==> src/twu_consts.svh <==
// Purpose: Offsets, field positions, reset values, status codes and timing for the two-wire unit
// Assumes: Byte addresses on a 32-bit Avalon-MM slave, one register per aligned word
// Notes:   Definitions only
`ifndef TWU_CONSTS_SVH
`define TWU_CONSTS_SVH
// ----------------------------------------
// Register byte offsets
// ----------------------------------------
`define TWU_OFS_RATE 8'hB8
`define TWU_OFS_CTRL 8'hBC
`define TWU_OFS_STAT 8'hC0
`define TWU_OFS_DATA 8'hC4
`define TWU_OFS_OWN 8'hC8
// ----------------------------------------
// Control field positions
// ----------------------------------------
`define TWU_BIT_DONE 7
`define TWU_BIT_ACKEN 6
`define TWU_BIT_START 5
`define TWU_BIT_STOP 4
`define TWU_BIT_WCOL 3
`define TWU_BIT_EN 2
`define TWU_BIT_IRQEN 0
// ----------------------------------------
// Reset values and timing
// ----------------------------------------
`define TWU_RST_RATE 8'h00
`define TWU_RST_DATA 8'hFF
`define TWU_RST_OWN 8'h00
`define TWU_HALF_BASE 16'h0008
// ----------------------------------------
// Status codes (low three bits always zero)
// ----------------------------------------
`define TWU_SC_BUSERR 8'h00
`define TWU_SC_START 8'h08
`define TWU_SC_RSTART 8'h10
`define TWU_SC_MT_AW_ACK 8'h18
`define TWU_SC_MT_AW_NACK 8'h20
`define TWU_SC_MT_D_ACK 8'h28
`define TWU_SC_MT_D_NACK 8'h30
`define TWU_SC_ARB_LOST 8'h38
`define TWU_SC_MR_AR_ACK 8'h40
`define TWU_SC_MR_AR_NACK 8'h48
`define TWU_SC_MR_D_ACK 8'h50
`define TWU_SC_MR_D_NACK 8'h58
`define TWU_SC_SLRX_ADDR 8'h60
`define TWU_SC_SLRX_ADDR_ARB 8'h68
`define TWU_SC_SLRX_GC 8'h70
`define TWU_SC_SLRX_GC_ARB 8'h78
`define TWU_SC_SLRX_D_ACK 8'h80
`define TWU_SC_SLRX_D_NACK 8'h88
`define TWU_SC_SLRX_GD_ACK 8'h90
`define TWU_SC_SLRX_GD_NACK 8'h98
`define TWU_SC_SLRX_STOP 8'hA0
`define TWU_SC_SLTX_ADDR 8'hA8
`define TWU_SC_SLTX_ADDR_ARB 8'hB0
`define TWU_SC_SLTX_D_ACK 8'hB8
`define TWU_SC_SLTX_D_NACK 8'hC0
`define TWU_SC_SLTX_LAST 8'hC8
`define TWU_SC_IDLE 8'hF8
`endif

==> src/twu_pkg.sv <==
// Purpose: Types shared by the two-wire unit
// Assumes: Nothing beyond the language
// Notes:   Constants live in twu_consts.svh
package twu_pkg;
	// Protocol engine states
	typedef enum logic [2:0] {
		eng_off,
		eng_idle,
		eng_mstart,
		eng_xfer,
		eng_wait,
		eng_mstop
	} twu_state_type;
endpackage : twu_pkg

==> src/twu_core.sv <==
// Purpose: Two-wire serial unit with multi-master arbitration, master and slave byte engine
// Assumes: 50 MHz clk, synchronous active-high rst, open-drain pins resolved outside
// Notes:   Function
// Function
// - Lose arbitration on driven one read zero
// - Data or direction loss: idle or restart
// - Address loss: check own address, become slave
// - Identical transfers complete with no loss
// - Rate divider sets master clock division
// - Set job-done flag; interrupt with enables
// - Hold clock low while job-done set
// - Job-done clears by writing one, resumes
// - Ack enable drives acknowledge when addressed
// - Ack enable cleared detaches from bus
// - Start request waits for free bus
// - Master stop request sends stop, self-clears
// - Slave stop request releases lines, no stop
// - Data write while busy flags collision
// - Interface enable owns pins, clear aborts
// - Reserved control and status bits read zero
// - Interrupt held while job-done and enables
// - Status code in bits seven to three
// - Prescaler select decodes one, four, sixteen, sixtyfour
// - Code F8 whenever job-done is clear
// - Misplaced start or stop when not master gives code 00
// - Compare against seven-bit own address
`timescale 1ns/1ns
`include "twu_consts.svh"
module twu_core (
	// Clock and reset
	input wire logic clk,
	input wire logic rst,
	// Avalon-MM register slave
	input wire logic [7:0] avs_address,
	input wire logic [3:0] avs_byteenable,
	input wire logic avs_read,
	input wire logic avs_write,
	input wire logic [31:0] avs_writedata,
	output logic [31:0] avs_readdata,
	output logic avs_waitrequest,
	// Processor side interrupt
	input wire logic cpu_irq_global,
	output logic irq,
	// Open-drain clock pin
	input wire logic scl_in,
	output logic scl_out,
	output logic scl_oe,
	// Open-drain data pin
	input wire logic sda_in,
	output logic sda_out,
	output logic sda_oe
);
	// ----------------------------------------
	// Declarations
	// ----------------------------------------
	logic [7:0] bit_rate_divider; // Rate divider register
	logic [1:0] rate_prescaler_select; // Prescaler field
	logic [7:0] own_address_register; // Own address plus general call enable
	logic [7:0] data_byte_register; // Last byte on the bus or next to send
	logic job_done_flag; // Waiting for software
	logic ack_enable; // Acknowledge enable
	logic start_request; // Start wanted
	logic stop_request; // Stop wanted
	logic write_collision_flag; // Data written while busy
	logic interface_enable; // Unit on
	logic irq_enable; // Interrupt enable
	twu_pkg::twu_state_type state; // Engine state
	logic [7:0] status_code; // Last status, low bits zero
	logic done_set; // Engine pulse: set job-done
	logic stop_clr; // Engine pulse: clear stop request
	logic is_master; // Owns the bus
	logic addr_phase; // Current byte is an address
	logic tx_mode; // We shift data out
	logic rw_bit; // Direction bit of the address
	logic gc_mode; // Addressed by general call
	logic arb_lost; // Arbitration lost in this byte
	logic last_tx; // Slave sends its last byte
	logic end_xfer; // Go idle after the wait
	logic ack_out; // We acknowledge this byte
	logic ack_in; // Receiver acknowledged
	logic got_rise; // Clock rose in this bit
	logic [3:0] bit_cnt; // Bit index, 8 is the ack bit
	logic [1:0] step; // Start or stop sub-step
	logic [15:0] tmr; // Half-period timer
	logic [15:0] half_cnt; // Half-period length
	logic tmr_done; // Half period elapsed
	logic [7:0] tx_shift; // Outgoing shifter
	logic [7:0] rx_shift; // Incoming shifter
	logic bus_busy; // Start seen without stop
	logic [1:0] pin_m; // First sync stage
	logic [1:0] pin_s; // Second sync stage
	logic [1:0] pin_t; // Filter sample
	logic [1:0] pin_f; // Filtered levels, bit 1 clock
	logic [1:0] pin_p; // Previous filtered levels
	logic scl_f; // Filtered clock
	logic sda_f; // Filtered data
	logic scl_rise; // Clock rose
	logic scl_fall; // Clock fell
	logic start_det; // Start seen on bus
	logic stop_det; // Stop seen on bus
	logic go_slave; // Enter address reception
	logic own_match; // Own address hit
	logic gc_match; // General call hit
	logic acc; // Bus write completes now
	logic wr_ctrl; // Control write
	logic wr_data; // Data write
	logic [7:0] rd_mux; // Read value
	logic [7:0] stat_rd; // Status as read
	logic [7:0] wd; // Write byte

	// ----------------------------------------
	// Pin synchroniser and spike filter
	// ----------------------------------------
	// Two flops, then a level must repeat before it is taken
	always_ff @(posedge clk) begin
		if (rst) begin
			pin_m <= 2'h3;
			pin_s <= 2'h3;
			pin_t <= 2'h3;
			pin_f <= 2'h3;
			pin_p <= 2'h3;
		end else begin
			pin_m <= {scl_in, sda_in};
			pin_s <= pin_m;
			pin_t <= pin_s;
			pin_f <= (pin_s & pin_t) | (pin_f & (pin_s ^ pin_t));
			pin_p <= pin_f;
		end
	end

	assign scl_f = pin_f[1];
	assign sda_f = pin_f[0];
	assign scl_rise = scl_f && !pin_p[1];
	assign scl_fall = !scl_f && pin_p[1];
	assign start_det = scl_f && pin_p[1] && pin_p[0] && !sda_f;
	assign stop_det = scl_f && pin_p[1] && !pin_p[0] && sda_f;

	// Bus free tracking
	always_ff @(posedge clk) begin
		if (rst || !interface_enable) begin
			bus_busy <= 1'b0;
		end else if (start_det) begin
			bus_busy <= 1'b1;
		end else if (stop_det) begin
			bus_busy <= 1'b0;
		end
	end

	// ----------------------------------------
	// Bit rate
	// ----------------------------------------
	// Half period is 8 plus divider times prescaler
	always_comb begin
		unique case (rate_prescaler_select)
			2'h0: half_cnt = `TWU_HALF_BASE + {8'h00, bit_rate_divider};
			2'h1: half_cnt = `TWU_HALF_BASE + {6'h00, bit_rate_divider, 2'h0};
			2'h2: half_cnt = `TWU_HALF_BASE + {4'h0, bit_rate_divider, 4'h0};
			2'h3: half_cnt = `TWU_HALF_BASE + {2'h0, bit_rate_divider, 6'h00};
		endcase
	end

	assign tmr_done = (tmr >= half_cnt - 16'h0001);

	// Address comparators
	assign own_match = ack_enable && (rx_shift[7:1] == own_address_register[7:1]);
	assign gc_match = ack_enable && own_address_register[0] && (rx_shift[7:1] == 7'h00);

	// Start seen where an address may begin
	assign go_slave = start_det && ((state == twu_pkg::eng_idle)
		|| (state == twu_pkg::eng_mstart && !step[1] && !is_master)
		|| (state == twu_pkg::eng_xfer && !is_master && addr_phase && bit_cnt == 4'h0 && !got_rise));

	// ----------------------------------------
	// Protocol engine
	// ----------------------------------------
	always_ff @(posedge clk) begin
		if (rst) begin
			state <= twu_pkg::eng_off;
			status_code <= `TWU_SC_IDLE;
			done_set <= 1'b0;
			stop_clr <= 1'b0;
			is_master <= 1'b0;
			addr_phase <= 1'b0;
			tx_mode <= 1'b0;
			rw_bit <= 1'b0;
			gc_mode <= 1'b0;
			arb_lost <= 1'b0;
			last_tx <= 1'b0;
			end_xfer <= 1'b0;
			ack_out <= 1'b0;
			ack_in <= 1'b0;
			got_rise <= 1'b0;
			bit_cnt <= 4'h0;
			step <= 2'h0;
			tmr <= 16'h0000;
			tx_shift <= `TWU_RST_DATA;
			rx_shift <= `TWU_RST_DATA;
			data_byte_register <= `TWU_RST_DATA;
			scl_oe <= 1'b0;
			sda_oe <= 1'b0;
		end else if (!interface_enable) begin
			// Unit off: abort everything, let go of the pins
			state <= twu_pkg::eng_off;
			is_master <= 1'b0;
			done_set <= 1'b0;
			stop_clr <= 1'b0;
			scl_oe <= 1'b0;
			sda_oe <= 1'b0;
			if (wr_data && job_done_flag) begin
				data_byte_register <= wd;
			end
		end else begin
			done_set <= 1'b0;
			stop_clr <= 1'b0;
			if (go_slave) begin
				// Receive an address as slave
				state <= twu_pkg::eng_xfer;
				is_master <= 1'b0;
				tx_mode <= 1'b0;
				addr_phase <= 1'b1;
				arb_lost <= 1'b0;
				bit_cnt <= 4'h0;
				got_rise <= 1'b0;
				scl_oe <= 1'b0;
				sda_oe <= 1'b0;
			end else begin
				unique case (state)
					twu_pkg::eng_off: begin
						state <= twu_pkg::eng_idle;
					end
					twu_pkg::eng_idle: begin
						// Start is not cleared here; software drops it
						if (start_request && !job_done_flag && !bus_busy) begin
							state <= twu_pkg::eng_mstart;
							step <= 2'h0;
							tmr <= 16'h0000;
						end
					end
					twu_pkg::eng_mstart, twu_pkg::eng_mstop: begin
						// Timed edges of start or stop
						if (step == 2'h1 && !scl_f) begin
							tmr <= 16'h0000;
						end else if (!tmr_done) begin
							tmr <= tmr + 16'h0001;
						end else begin
							tmr <= 16'h0000;
							step <= step + 2'h1;
							if (state == twu_pkg::eng_mstart) begin
								unique case (step)
									2'h0: scl_oe <= 1'b0;
									2'h1: sda_oe <= 1'b1;
									2'h2: scl_oe <= 1'b1;
									2'h3: begin
										// Start sent, now master
										status_code <= is_master ? `TWU_SC_RSTART : `TWU_SC_START;
										is_master <= 1'b1;
										addr_phase <= 1'b1;
										arb_lost <= 1'b0;
										end_xfer <= 1'b0;
										done_set <= 1'b1;
										state <= twu_pkg::eng_wait;
									end
								endcase
							end else begin
								unique case (step)
									2'h0: scl_oe <= 1'b0;
									2'h1: sda_oe <= 1'b0;
									2'h2: begin
										// Stop done: clear request, back to slave
										stop_clr <= 1'b1;
										is_master <= 1'b0;
										state <= twu_pkg::eng_idle;
									end
									2'h3: state <= twu_pkg::eng_idle;
								endcase
							end
						end
					end
					twu_pkg::eng_wait: begin
						// Clock held low until software clears job-done
						if (!job_done_flag && !done_set) begin
							tmr <= 16'h0000;
							step <= 2'h0;
							if (stop_request && is_master) begin
								state <= twu_pkg::eng_mstop;
								sda_oe <= 1'b1;
							end else if (stop_request) begin
								// Slave recovery: release lines, no stop on bus
								stop_clr <= 1'b1;
								scl_oe <= 1'b0;
								sda_oe <= 1'b0;
								state <= twu_pkg::eng_idle;
							end else if (start_request && is_master) begin
								state <= twu_pkg::eng_mstart;
								sda_oe <= 1'b0;
							end else if (end_xfer) begin
								// Not addressed slave; idle retries any start
								scl_oe <= 1'b0;
								sda_oe <= 1'b0;
								is_master <= 1'b0;
								state <= twu_pkg::eng_idle;
							end else begin
								// Next byte
								state <= twu_pkg::eng_xfer;
								bit_cnt <= 4'h0;
								got_rise <= 1'b0;
								tx_shift <= data_byte_register;
								last_tx <= !ack_enable;
								tx_mode <= is_master ? (addr_phase || !rw_bit) : rw_bit;
								sda_oe <= (is_master ? (addr_phase || !rw_bit) : rw_bit) && !data_byte_register[7];
								scl_oe <= is_master;
							end
						end else begin
							scl_oe <= 1'b1;
						end
					end
					twu_pkg::eng_xfer: begin
						if ((start_det || stop_det) && !is_master) begin
							if (bit_cnt != 4'h0 || got_rise) begin
								// Misplaced start or stop
								status_code <= `TWU_SC_BUSERR;
								end_xfer <= 1'b1;
							end else begin
								// Stop or restart while addressed
								status_code <= `TWU_SC_SLRX_STOP;
								end_xfer <= 1'b1;
							end
							if (addr_phase && !(bit_cnt != 4'h0 || got_rise)) begin
								state <= twu_pkg::eng_idle;
							end else begin
								done_set <= 1'b1;
								state <= twu_pkg::eng_wait;
								sda_oe <= 1'b0;
								scl_oe <= 1'b1;
							end
						end else begin
							// Master clock: low half, release, high half after stretch
							if (is_master) begin
								if (scl_oe) begin
									if (tmr_done) begin
										scl_oe <= 1'b0;
										tmr <= 16'h0000;
									end else begin
										tmr <= tmr + 16'h0001;
									end
								end else if (scl_f) begin
									if (tmr_done) begin
										scl_oe <= 1'b1;
										tmr <= 16'h0000;
									end else begin
										tmr <= tmr + 16'h0001;
									end
								end
							end
							if (scl_rise) begin
								got_rise <= 1'b1;
								if (bit_cnt == 4'h8) begin
									ack_in <= !sda_f;
								end else begin
									rx_shift <= {rx_shift[6:0], sda_f};
									// Only a released one read back as zero loses
									if (is_master && tx_mode && !sda_oe && !sda_f) begin
										is_master <= 1'b0;
										arb_lost <= 1'b1;
										tx_mode <= 1'b0;
										scl_oe <= 1'b0;
									end
								end
							end
							if (scl_fall) begin
								got_rise <= 1'b0;
								if (bit_cnt == 4'h7) begin
									bit_cnt <= 4'h8;
									if (tx_mode) begin
										sda_oe <= 1'b0;
										ack_out <= 1'b0;
									end else if (addr_phase && !is_master) begin
										// Slave address check, also after a loss
										sda_oe <= own_match || gc_match;
										ack_out <= own_match || gc_match;
										gc_mode <= gc_match && !own_match;
										rw_bit <= rx_shift[0];
									end else if (!arb_lost) begin
										sda_oe <= ack_enable;
										ack_out <= ack_enable;
									end else begin
										sda_oe <= 1'b0;
										ack_out <= 1'b0;
									end
								end else if (bit_cnt == 4'h8) begin
									// Byte finished
									bit_cnt <= 4'h0;
									sda_oe <= 1'b0;
									scl_oe <= 1'b1;
									data_byte_register <= rx_shift;
									addr_phase <= 1'b0;
									arb_lost <= 1'b0;
									end_xfer <= 1'b0;
									done_set <= 1'b1;
									state <= twu_pkg::eng_wait;
									if (is_master) begin
										if (addr_phase) begin
											rw_bit <= rx_shift[0];
											if (rx_shift[0]) begin
												status_code <= ack_in ? `TWU_SC_MR_AR_ACK : `TWU_SC_MR_AR_NACK;
											end else begin
												status_code <= ack_in ? `TWU_SC_MT_AW_ACK : `TWU_SC_MT_AW_NACK;
											end
										end else if (tx_mode) begin
											status_code <= ack_in ? `TWU_SC_MT_D_ACK : `TWU_SC_MT_D_NACK;
										end else begin
											status_code <= ack_out ? `TWU_SC_MR_D_ACK : `TWU_SC_MR_D_NACK;
										end
									end else if (arb_lost && !ack_out) begin
										status_code <= `TWU_SC_ARB_LOST;
										end_xfer <= 1'b1;
									end else if (addr_phase) begin
										if (!ack_out) begin
											// Not for us: no flag, let go
											done_set <= 1'b0;
											scl_oe <= 1'b0;
											state <= twu_pkg::eng_idle;
										end else if (rw_bit) begin
											status_code <= arb_lost ? `TWU_SC_SLTX_ADDR_ARB : `TWU_SC_SLTX_ADDR;
										end else if (gc_mode) begin
											status_code <= arb_lost ? `TWU_SC_SLRX_GC_ARB : `TWU_SC_SLRX_GC;
										end else begin
											status_code <= arb_lost ? `TWU_SC_SLRX_ADDR_ARB : `TWU_SC_SLRX_ADDR;
										end
									end else if (tx_mode) begin
										if (!ack_in) begin
											status_code <= `TWU_SC_SLTX_D_NACK;
										end else begin
											status_code <= last_tx ? `TWU_SC_SLTX_LAST : `TWU_SC_SLTX_D_ACK;
										end
										end_xfer <= !ack_in || last_tx;
									end else begin
										if (gc_mode) begin
											status_code <= ack_out ? `TWU_SC_SLRX_GD_ACK : `TWU_SC_SLRX_GD_NACK;
										end else begin
											status_code <= ack_out ? `TWU_SC_SLRX_D_ACK : `TWU_SC_SLRX_D_NACK;
										end
										end_xfer <= !ack_out;
									end
								end else begin
									// Next data bit
									bit_cnt <= bit_cnt + 4'h1;
									if (tx_mode) begin
										sda_oe <= !tx_shift[6];
										tx_shift <= {tx_shift[6:0], 1'b1};
									end
								end
							end
						end
					end
				endcase
			end
			// Software load of the data byte, only while waiting
			if (wr_data && job_done_flag) begin
				data_byte_register <= wd;
			end
		end
	end

	// ----------------------------------------
	// Register bus
	// ----------------------------------------
	assign acc = avs_write && !avs_waitrequest;
	assign wd = avs_writedata[7:0];
	assign wr_ctrl = acc && avs_byteenable[0] && (avs_address == `TWU_OFS_CTRL);
	assign wr_data = acc && avs_byteenable[0] && (avs_address == `TWU_OFS_DATA);
	assign stat_rd = job_done_flag ? status_code : `TWU_SC_IDLE;

	// Read mux, unmapped reads zero
	always_comb begin
		unique case (avs_address)
			`TWU_OFS_RATE: rd_mux = bit_rate_divider;
			`TWU_OFS_CTRL: rd_mux = {job_done_flag, ack_enable, start_request, stop_request,
				write_collision_flag, interface_enable, 1'b0, irq_enable};
			`TWU_OFS_STAT: rd_mux = {stat_rd[7:3], 1'b0, rate_prescaler_select};
			`TWU_OFS_DATA: rd_mux = data_byte_register;
			`TWU_OFS_OWN: rd_mux = own_address_register;
			default: rd_mux = 8'h00;
		endcase
	end

	// One wait state per access
	always_ff @(posedge clk) begin
		if (rst) begin
			avs_waitrequest <= 1'b1;
			avs_readdata <= 32'h00000000;
		end else begin
			avs_waitrequest <= !((avs_read || avs_write) && avs_waitrequest);
			if (avs_read && avs_waitrequest) begin
				avs_readdata <= {24'h000000, rd_mux};
			end
		end
	end

	// Rate, prescaler and own address
	always_ff @(posedge clk) begin
		if (rst) begin
			bit_rate_divider <= `TWU_RST_RATE;
			rate_prescaler_select <= 2'h0;
			own_address_register <= `TWU_RST_OWN;
		end else if (acc && avs_byteenable[0]) begin
			if (avs_address == `TWU_OFS_RATE) begin
				bit_rate_divider <= wd;
			end
			if (avs_address == `TWU_OFS_STAT) begin
				rate_prescaler_select <= wd[1:0];
			end
			if (avs_address == `TWU_OFS_OWN) begin
				own_address_register <= wd;
			end
		end
	end

	// Control bits; hardware set of job-done wins over the clear
	always_ff @(posedge clk) begin
		if (rst) begin
			job_done_flag <= 1'b0;
			ack_enable <= 1'b0;
			start_request <= 1'b0;
			stop_request <= 1'b0;
			interface_enable <= 1'b0;
			irq_enable <= 1'b0;
		end else begin
			if (wr_ctrl) begin
				ack_enable <= wd[`TWU_BIT_ACKEN];
				start_request <= wd[`TWU_BIT_START];
				interface_enable <= wd[`TWU_BIT_EN];
				irq_enable <= wd[`TWU_BIT_IRQEN];
			end
			if (stop_clr) begin
				stop_request <= 1'b0;
			end
			if (wr_ctrl) begin
				stop_request <= wd[`TWU_BIT_STOP];
			end
			if (wr_ctrl && wd[`TWU_BIT_DONE]) begin
				job_done_flag <= 1'b0;
			end
			if (done_set) begin
				job_done_flag <= 1'b1;
			end
		end
	end

	// Write collision on data writes
	always_ff @(posedge clk) begin
		if (rst) begin
			write_collision_flag <= 1'b0;
		end else if (wr_data) begin
			write_collision_flag <= !job_done_flag;
		end
	end

	// Interrupt request and open-drain low levels
	always_ff @(posedge clk) begin
		if (rst) begin
			irq <= 1'b0;
			scl_out <= 1'b0;
			sda_out <= 1'b0;
		end else begin
			irq <= job_done_flag && irq_enable && cpu_irq_global;
			scl_out <= 1'b0;
			sda_out <= 1'b0;
		end
	end
endmodule : twu_core

==> config.mk <==
export PLATFORM = sky130hd
export DESIGN_NAME = twu_core
export DESIGN_NICKNAME = d
export VERILOG_FILES = /design/src/twu_pkg.sv /design/src/twu_core.sv
export VERILOG_INCLUDE_DIRS = /design/src
export SDC_FILE = /design/constraint.sdc
export NUM_CORES = 1
export LEC_CHECK = 0
export BUFFER_PORTS_ARGS = -buffer_cell sky130_fd_sc_hd__buf_2
export CAP_MARGIN = 10
export CORE_MARGIN = 3
export CORE_UTILIZATION = 50
export CTS_CLUSTER_DIAMETER = 80
export CTS_CLUSTER_SIZE = 16
export DETAILED_ROUTE_END_ITERATION = 10
export PLACE_DENSITY_LB_ADDON = 0.08
export SLEW_MARGIN = 5
export SYNTH_ARGS = -nofsm -noshare
export SYNTH_HDL_FRONTEND = slang
export SYNTH_SLANG_ARGS = --single-unit
export TNS_END_PERCENT = 30
==> constraint.sdc <==
create_clock -name clk -period 8.55 [get_ports clk]
set_input_delay 2.1375 -clock clk [delete_from_list [all_inputs] [get_ports clk]]
set_output_delay 2.1375 -clock clk [all_outputs]
set_load 0.005 [all_outputs]
* Word-level counts from Yosys, hierarchy flattened
Index checks and enable logic that the tools add are counted.
Cells by class: equality and inequality tests 80, mux-type cells 243, $add $sub $neg 8, multipliers 0, shift operators 0, magnitude comparators 1, div/mod/pow operators 0, reduce and logical (&&, ||, !) cells 125, bitwise operators 13
Operators with widths (count):
- 2-to-1 mux 8 bit | 26
- 2-to-1 mux 1 bit | 129
- 2-to-1 mux 16 bit | 8
- one-hot mux 16 bit (4 select lines) | 2
- 2-to-1 mux 7 bit | 14
- 2-to-1 mux 4 bit | 16
- != test 3 bit (second input constant) | 20
- 2-to-1 mux 3 bit | 17
- logical AND 1 bit | 42
- equality test 8 bit (second input constant) | 5
- one-hot mux 8 bit (5 select lines) | 1
- AND reduction 8 bit | 5
- != test 2 bit (second input constant) | 18
- AND reduction 9 bit | 4
- AND reduction 10 bit | 3
- AND reduction 13 bit | 2
- 2-to-1 mux 5 bit | 5
- nonzero test 2 bit | 12
- logical NOT 1 bit | 22
- AND reduction 11 bit | 2
- AND reduction 7 bit | 3
- != test 4 bit (second input constant) | 5
- != test 3 x 2 -> 1 bit (second input constant) | 6
- AND reduction 6 bit | 3
- other kinds (46) | 100
Word-level totals: logic and storage cells 513, input bits 51, latch bits 0, output and inout bits 38, bits in registers 117, RAM bits 0, bits in read-only memories 0, memories 0

* Logic depth before layout (Yosys ltp)
depth after elaboration 16, mapped depth 19, depth with buffers taken out 16

* Worst setup path after synthesis
No wires, ideal clock.
path type register to register, start point register rate_prescaler_select[1], end point register step[1], stages on the path, launching flop included 19, library setup time 0.070 ns, required time 8.480 ns, setup slack 3.566 ns, buffers on the path 3, period minus slack after synthesis 4.984 ns, arrival 4.914 ns, cell sequence dfxtp_1 clkbuf_1 buf_1 buf_1 nor2_1 nand2_1 ha_1 nor3b_1 or3b_2 or4_1 and2_1 ha_1 nand4_1 nor3_1 a311oi_4 a211oi_1 o31ai_1 or3b_1 a21oi_1
On the way: longest elaborated chain between the ends 6, elaborated cells between the ends (all ways) 9, classes of those cells add/sub (1); order compare (1); eq/ne (4); mux (1); reduce/logical (2)
RTL lines:
- start: declaration | line twu_core.sv:57 | logic [1:0] rate_prescaler_select;
- start signal: assignment | line twu_core.sv:511 | rate_prescaler_select <= wd[1:0];
- equality test 2 bit (tied with other cells) | line twu_core.sv:154 | unique case (rate_prescaler_select)
- one-hot mux 16 bit (4 select lines) * | line twu_core.sv:154
- subtractor 16 x 1 -> 16 bit * | line twu_core.sv:162 | assign tmr_done = (tmr >= half_cnt - 16'h0001);
- >= comparator 16 bit * | line twu_core.sv:162
- != test 2 bit (no line) *
- AND reduction 7 bit (no line) *
- end signal: assignment | line twu_core.sv:247 | step <= step + 2'h1;
- end: declaration | line twu_core.sv:83 | logic [1:0] step;
Every way passes the cells marked *; elsewhere a longest branch is shown, timed or not. The select of a mux whose other input is x is not followed. A chain may end at the register's enable or synchronous reset.

* Worst setup path in the final report
start point register rate_prescaler_select[0], end point register step[1]
The elaborated chain is that of the path after synthesis.

==> summary.txt <==
Timing
  • Fmax achieved: 187.8 MHz
  • Final hold viol count: 0
  • RSZ-0062 raised after global routing: false
  • Hold_ws: 0.4093 ns
  • Setup-failing EPs final: 0
  • Slew headroom: 31.43%
  • Clock skew: 0.008769 ns
  • Min Tclk post-route: ~5.3 ns
  • Fin. max-slew vios: 0
  • Fin crit share: about 62%
  • Slew of the pin with the lowest slew margin: 1.029 ns
  • Final setup TNS: 0 ns

Global routing
  • GRT met1 Usage: between 30% and 40%
  • Vias in the first global route: 6282
  • Global route total overflow: 0
  • Busiest grt layer: met2
  • Pin count of the biggest net entering global routing: 55
  • First-pass GRT wire length: 33260 um
  • Initial antenna violation count: 0
  • Met3 Use GR: under 10%
  • Total global-route track usage: 25.35%
  • Met2 GRT Util: 39.43%

Yosys
  • Mapped Cells: 957
  • #FFs+latches synth: 114
  • Synth async-reset ratio: 0%
  • Number of synthesized flops with an enable pin: 0
  • Distinct cells, synth: 77
  • Syn_area_per_cell: a little under 8 um2
  • Synth warnings: 0
  • Post-synthesis sequential area ratio: 30.66%
  • Post-Synthesis Cell Area: 0.007443 mm2
  • Primary FF master, synth: dfxtp_1

Clocking
  • H-tree Lvls: 4
  • TritonCTS Buffers: 17
  • CTS max path bufs: 2
  • CTS clk-pin slew, worst paths: 0.06 ns
  • Hold_buf cts: 0
  • Sinks on Clock Net: 114
  • Root Buffer: clkbuf_16
  • Clk_lat worst skew: 0.42 ns
  • CTS tree: done
  • Post-cts resize count: 0
  • Post-CTS Setup Bufs: 0

Critical path
  • CP endpoint kind: flip-flop
  • Nature of the critical path startpoint: flip-flop
  • Critical Path RT: 8.90 ns
  • Worst reg-to-reg path cell count: 15
  • Critical path peak fanout: 24
  • RR Startpoint: rate_prescaler_select[0]
  • Worst Setup SP: rate_prescaler_select[0]
  • Setup CP Type: reg -> reg
  • Data arrival time of the worst path: about 5.7 ns
  • Reg2reg setup slack: ~3.2 ns
  • Crit path capture: step[1]
  • R2R Path End: step[1]

Place
  • I/O Buffers: 35
  • Post-DP HPWL: ~15000 um
  • Routability Congestion: ~0.94

Finish
  • Commonest non-fill, non-tap cell in the layout: dfxtp_1
  • Nets: 1046
  • Most frequent cells in the layout: 114 x dfxtp_1, 98 x nand2_1, 87 x nor2_1
  • Area delta synth->final: 9.296%
  • Util after Layout: around 57%
  • Fillers: 1374
  • # diodes: 0
  • Share of layout cells above drive strength 1: 10.77%

Detailed routing
  • Via-to-Cell Ratio: 6.051
  • Drt first-iter violations: a little over 800
  • Final WL: about 21000 um
  • Avg WL per Cell: 17.93 um
  • First-pass detailed-route iteration total: 6
  • Via Count: 6989
  • DRC: 0
  • Post-route antenna net violation count: 0

Power and ir drop
  • Sequential share of power: 42.4%
  • Combinational share of power: between 3 and 4%
  • Sw power: 0.3100 mW
  • Peak supply drop: between 0.15 and 0.2 mV
  • Standby leakage power: 3.032 nW
  • Power per cell area: approximately 160 mW/mm2
  • Cell Int Power: approximately 0.96 mW
  • Sw Share: about a quarter
  • Clock power frac: 54.0%

Status
  • Outcome: finished, final reports clean

Flow run
  • Max-cap violations: 0

Die
  • Starting Density: 52.40%
  • Core ar.: 0.01420 mm2
  • IO Pins: 89
  • Die area: about 0.016 mm2
  • Die Y: 128.0 um
  • Cell row count: 43
  • Die X: 128.0 um

Worst hold path
  • Hold crit path type: reg -> reg
metal layers:
| layer | wire length, um | up-vias |
|---|---|---|
| met5 | 0 | - |
| met4 | 392 | 0 |
| met3 | 1692 | 33 |
| met2 | 9408 | 314 |
| met1 | 9219 | 3204 |
| li1 | - | 3438 |
worst min-delay path by stage:
| stage | start | end | slack [ns] | cells after the start |
|---|---|---|---|---|
| floorplan | pin_m[0] | pin_s[0] | 0.39 | 1 |
| CTS | pin_m[1] | pin_s[1] | 0.41 | 1 |
| global route | pin_m[0] | pin_s[0] | 0.43 | 1 |
| global placement | pin_m[1] | pin_s[1] | 0.40 | 1 |
| finish | pin_m[1] | pin_s[1] | 0.41 | 1 |
| detailed placement | pin_m[1] | pin_s[1] | 0.40 | 1 |
final cells by class:
| type | count | area, um2 | area share, % |
|---|---|---|---|
| Inverter | 31 | 116.4 | 1.430 |
| Timing Repair Buffer | 44 | 242.7 | 2.984 |
| Tap cell | 180 | 225.2 | 2.768 |
| Multi-Input combinational cell | 754 | 4702 | 57.80 |
| Sequential cell | 114 | 2282 | 28.05 |
| Clock inverter | 14 | 127.6 | 1.569 |
| Clock buffer | 18 | 439.2 | 5.398 |
stage by stage:
step                instances  instance area, um2  total power [mW]  setup WS (ns)
finish                   1155                8135             1.269          3.224
CTS                      1155                8135             1.276          3.230
global placement         1123                7569            0.5941          3.271
detailed placement       1123                7569            0.5940          3.287
global route             1155                8135             1.309          2.768
floorplan                 982                7537            0.5829          3.566
worst max-delay path: stages (launching register included):
cell and delay (ns):
dfxtp_1 0.82, nor2_1 0.14, nand2_1 0.13, ha_1 0.18, nor3b_1 0.28, or3b_2 0.54, or4_1 0.59, and2_1 0.19
ha_1 0.26, nand4_1 0.11, nor3_1 0.35, a311oi_4 0.25, a211oi_1 0.62, o31ai_1 0.26, or3b_1 0.39, a21oi_1 0.13
cell families (layout without fill, tap and decap cells):
group | count (synthesis) | in the layout | synth area share [%]
and+or+nand+nor | 377 | 377 | 25.77
AOI/OAI and AO/OA | 257 | 257 | 22.71
DFF | 114 | 114 | 30.66
buffers and inverters | 114 | 107 | 7.430
muxes | 37 | 37 | 5.009
adders and majority gates | 33 | 33 | 5.547
xor gates and xnor gates | 24 | 24 | 2.824
other | 1 | 26 | 0.05038
registers in the layout, indices dropped and copies added (netlist names), 3 cells and up:
name                  count
avs_readdata              8
bit_cnt                   4
bit_rate_divider          8
data_byte_register        8
own_address_register      8
rx_shift                  8
state                     3
status_code               5
tmr                      16
tx_shift                  7
synth_stat cells, types with 4 or more instances:
cell      number  area, um2
a21o_1         5      37.54
inv_1         30      112.6
and2_1         8      50.05
and4_1         4      35.03
nand4_1       12      75.07
nor2b_1       16      100.1
or4_1          6      45.04
o311ai_0       8      70.07
mux2i_1       35      350.3
a31oi_1       25      156.4
o21ai_0       58      290.3
buf_1          6      22.52
ha_1          33      412.9
o211ai_1       5      37.54
xor2_1         6      52.55
o31ai_1        5      37.54
nor4b_1        5      43.79
or2_2         11      68.82
xnor2_1       18      157.7
a21oi_1       63      315.3
buf_4         27      202.7
and3_1         6      37.54
a311oi_1       4      35.03
clkbuf_1      41      153.9
a211oi_1       8      60.06
a221oi_1       5      43.79
o21bai_1       4      30.03
o32ai_1        5      43.79
buf_2          7      35.03
a22oi_1       20      150.1
nand3b_1      12      90.09
nand2_1       98      367.9
o22ai_1        8      50.05
nor3b_1        6      45.04
nand2b_1      14      87.58
a32oi_1        4      35.03
nor3_1        32      160.2
dfxtp_1      114       2282
nand3_1       33      165.2
or3_1          4      25.02
nor2_1        87      326.6
nor4_1         6      37.54
power groups by stage:
stage	sequential [mW]	clock, mW	combinational [mW]
after floorplan	0.549	0	0.0337
after global placement	0.550	0	0.0438
after detailed placement	0.550	0	0.0439
after CTS	0.539	0.693	0.0443
after global routing	0.539	0.721	0.0495
final	0.539	0.686	0.0445
Note: power is estimated with default switching activity, not from simulation.
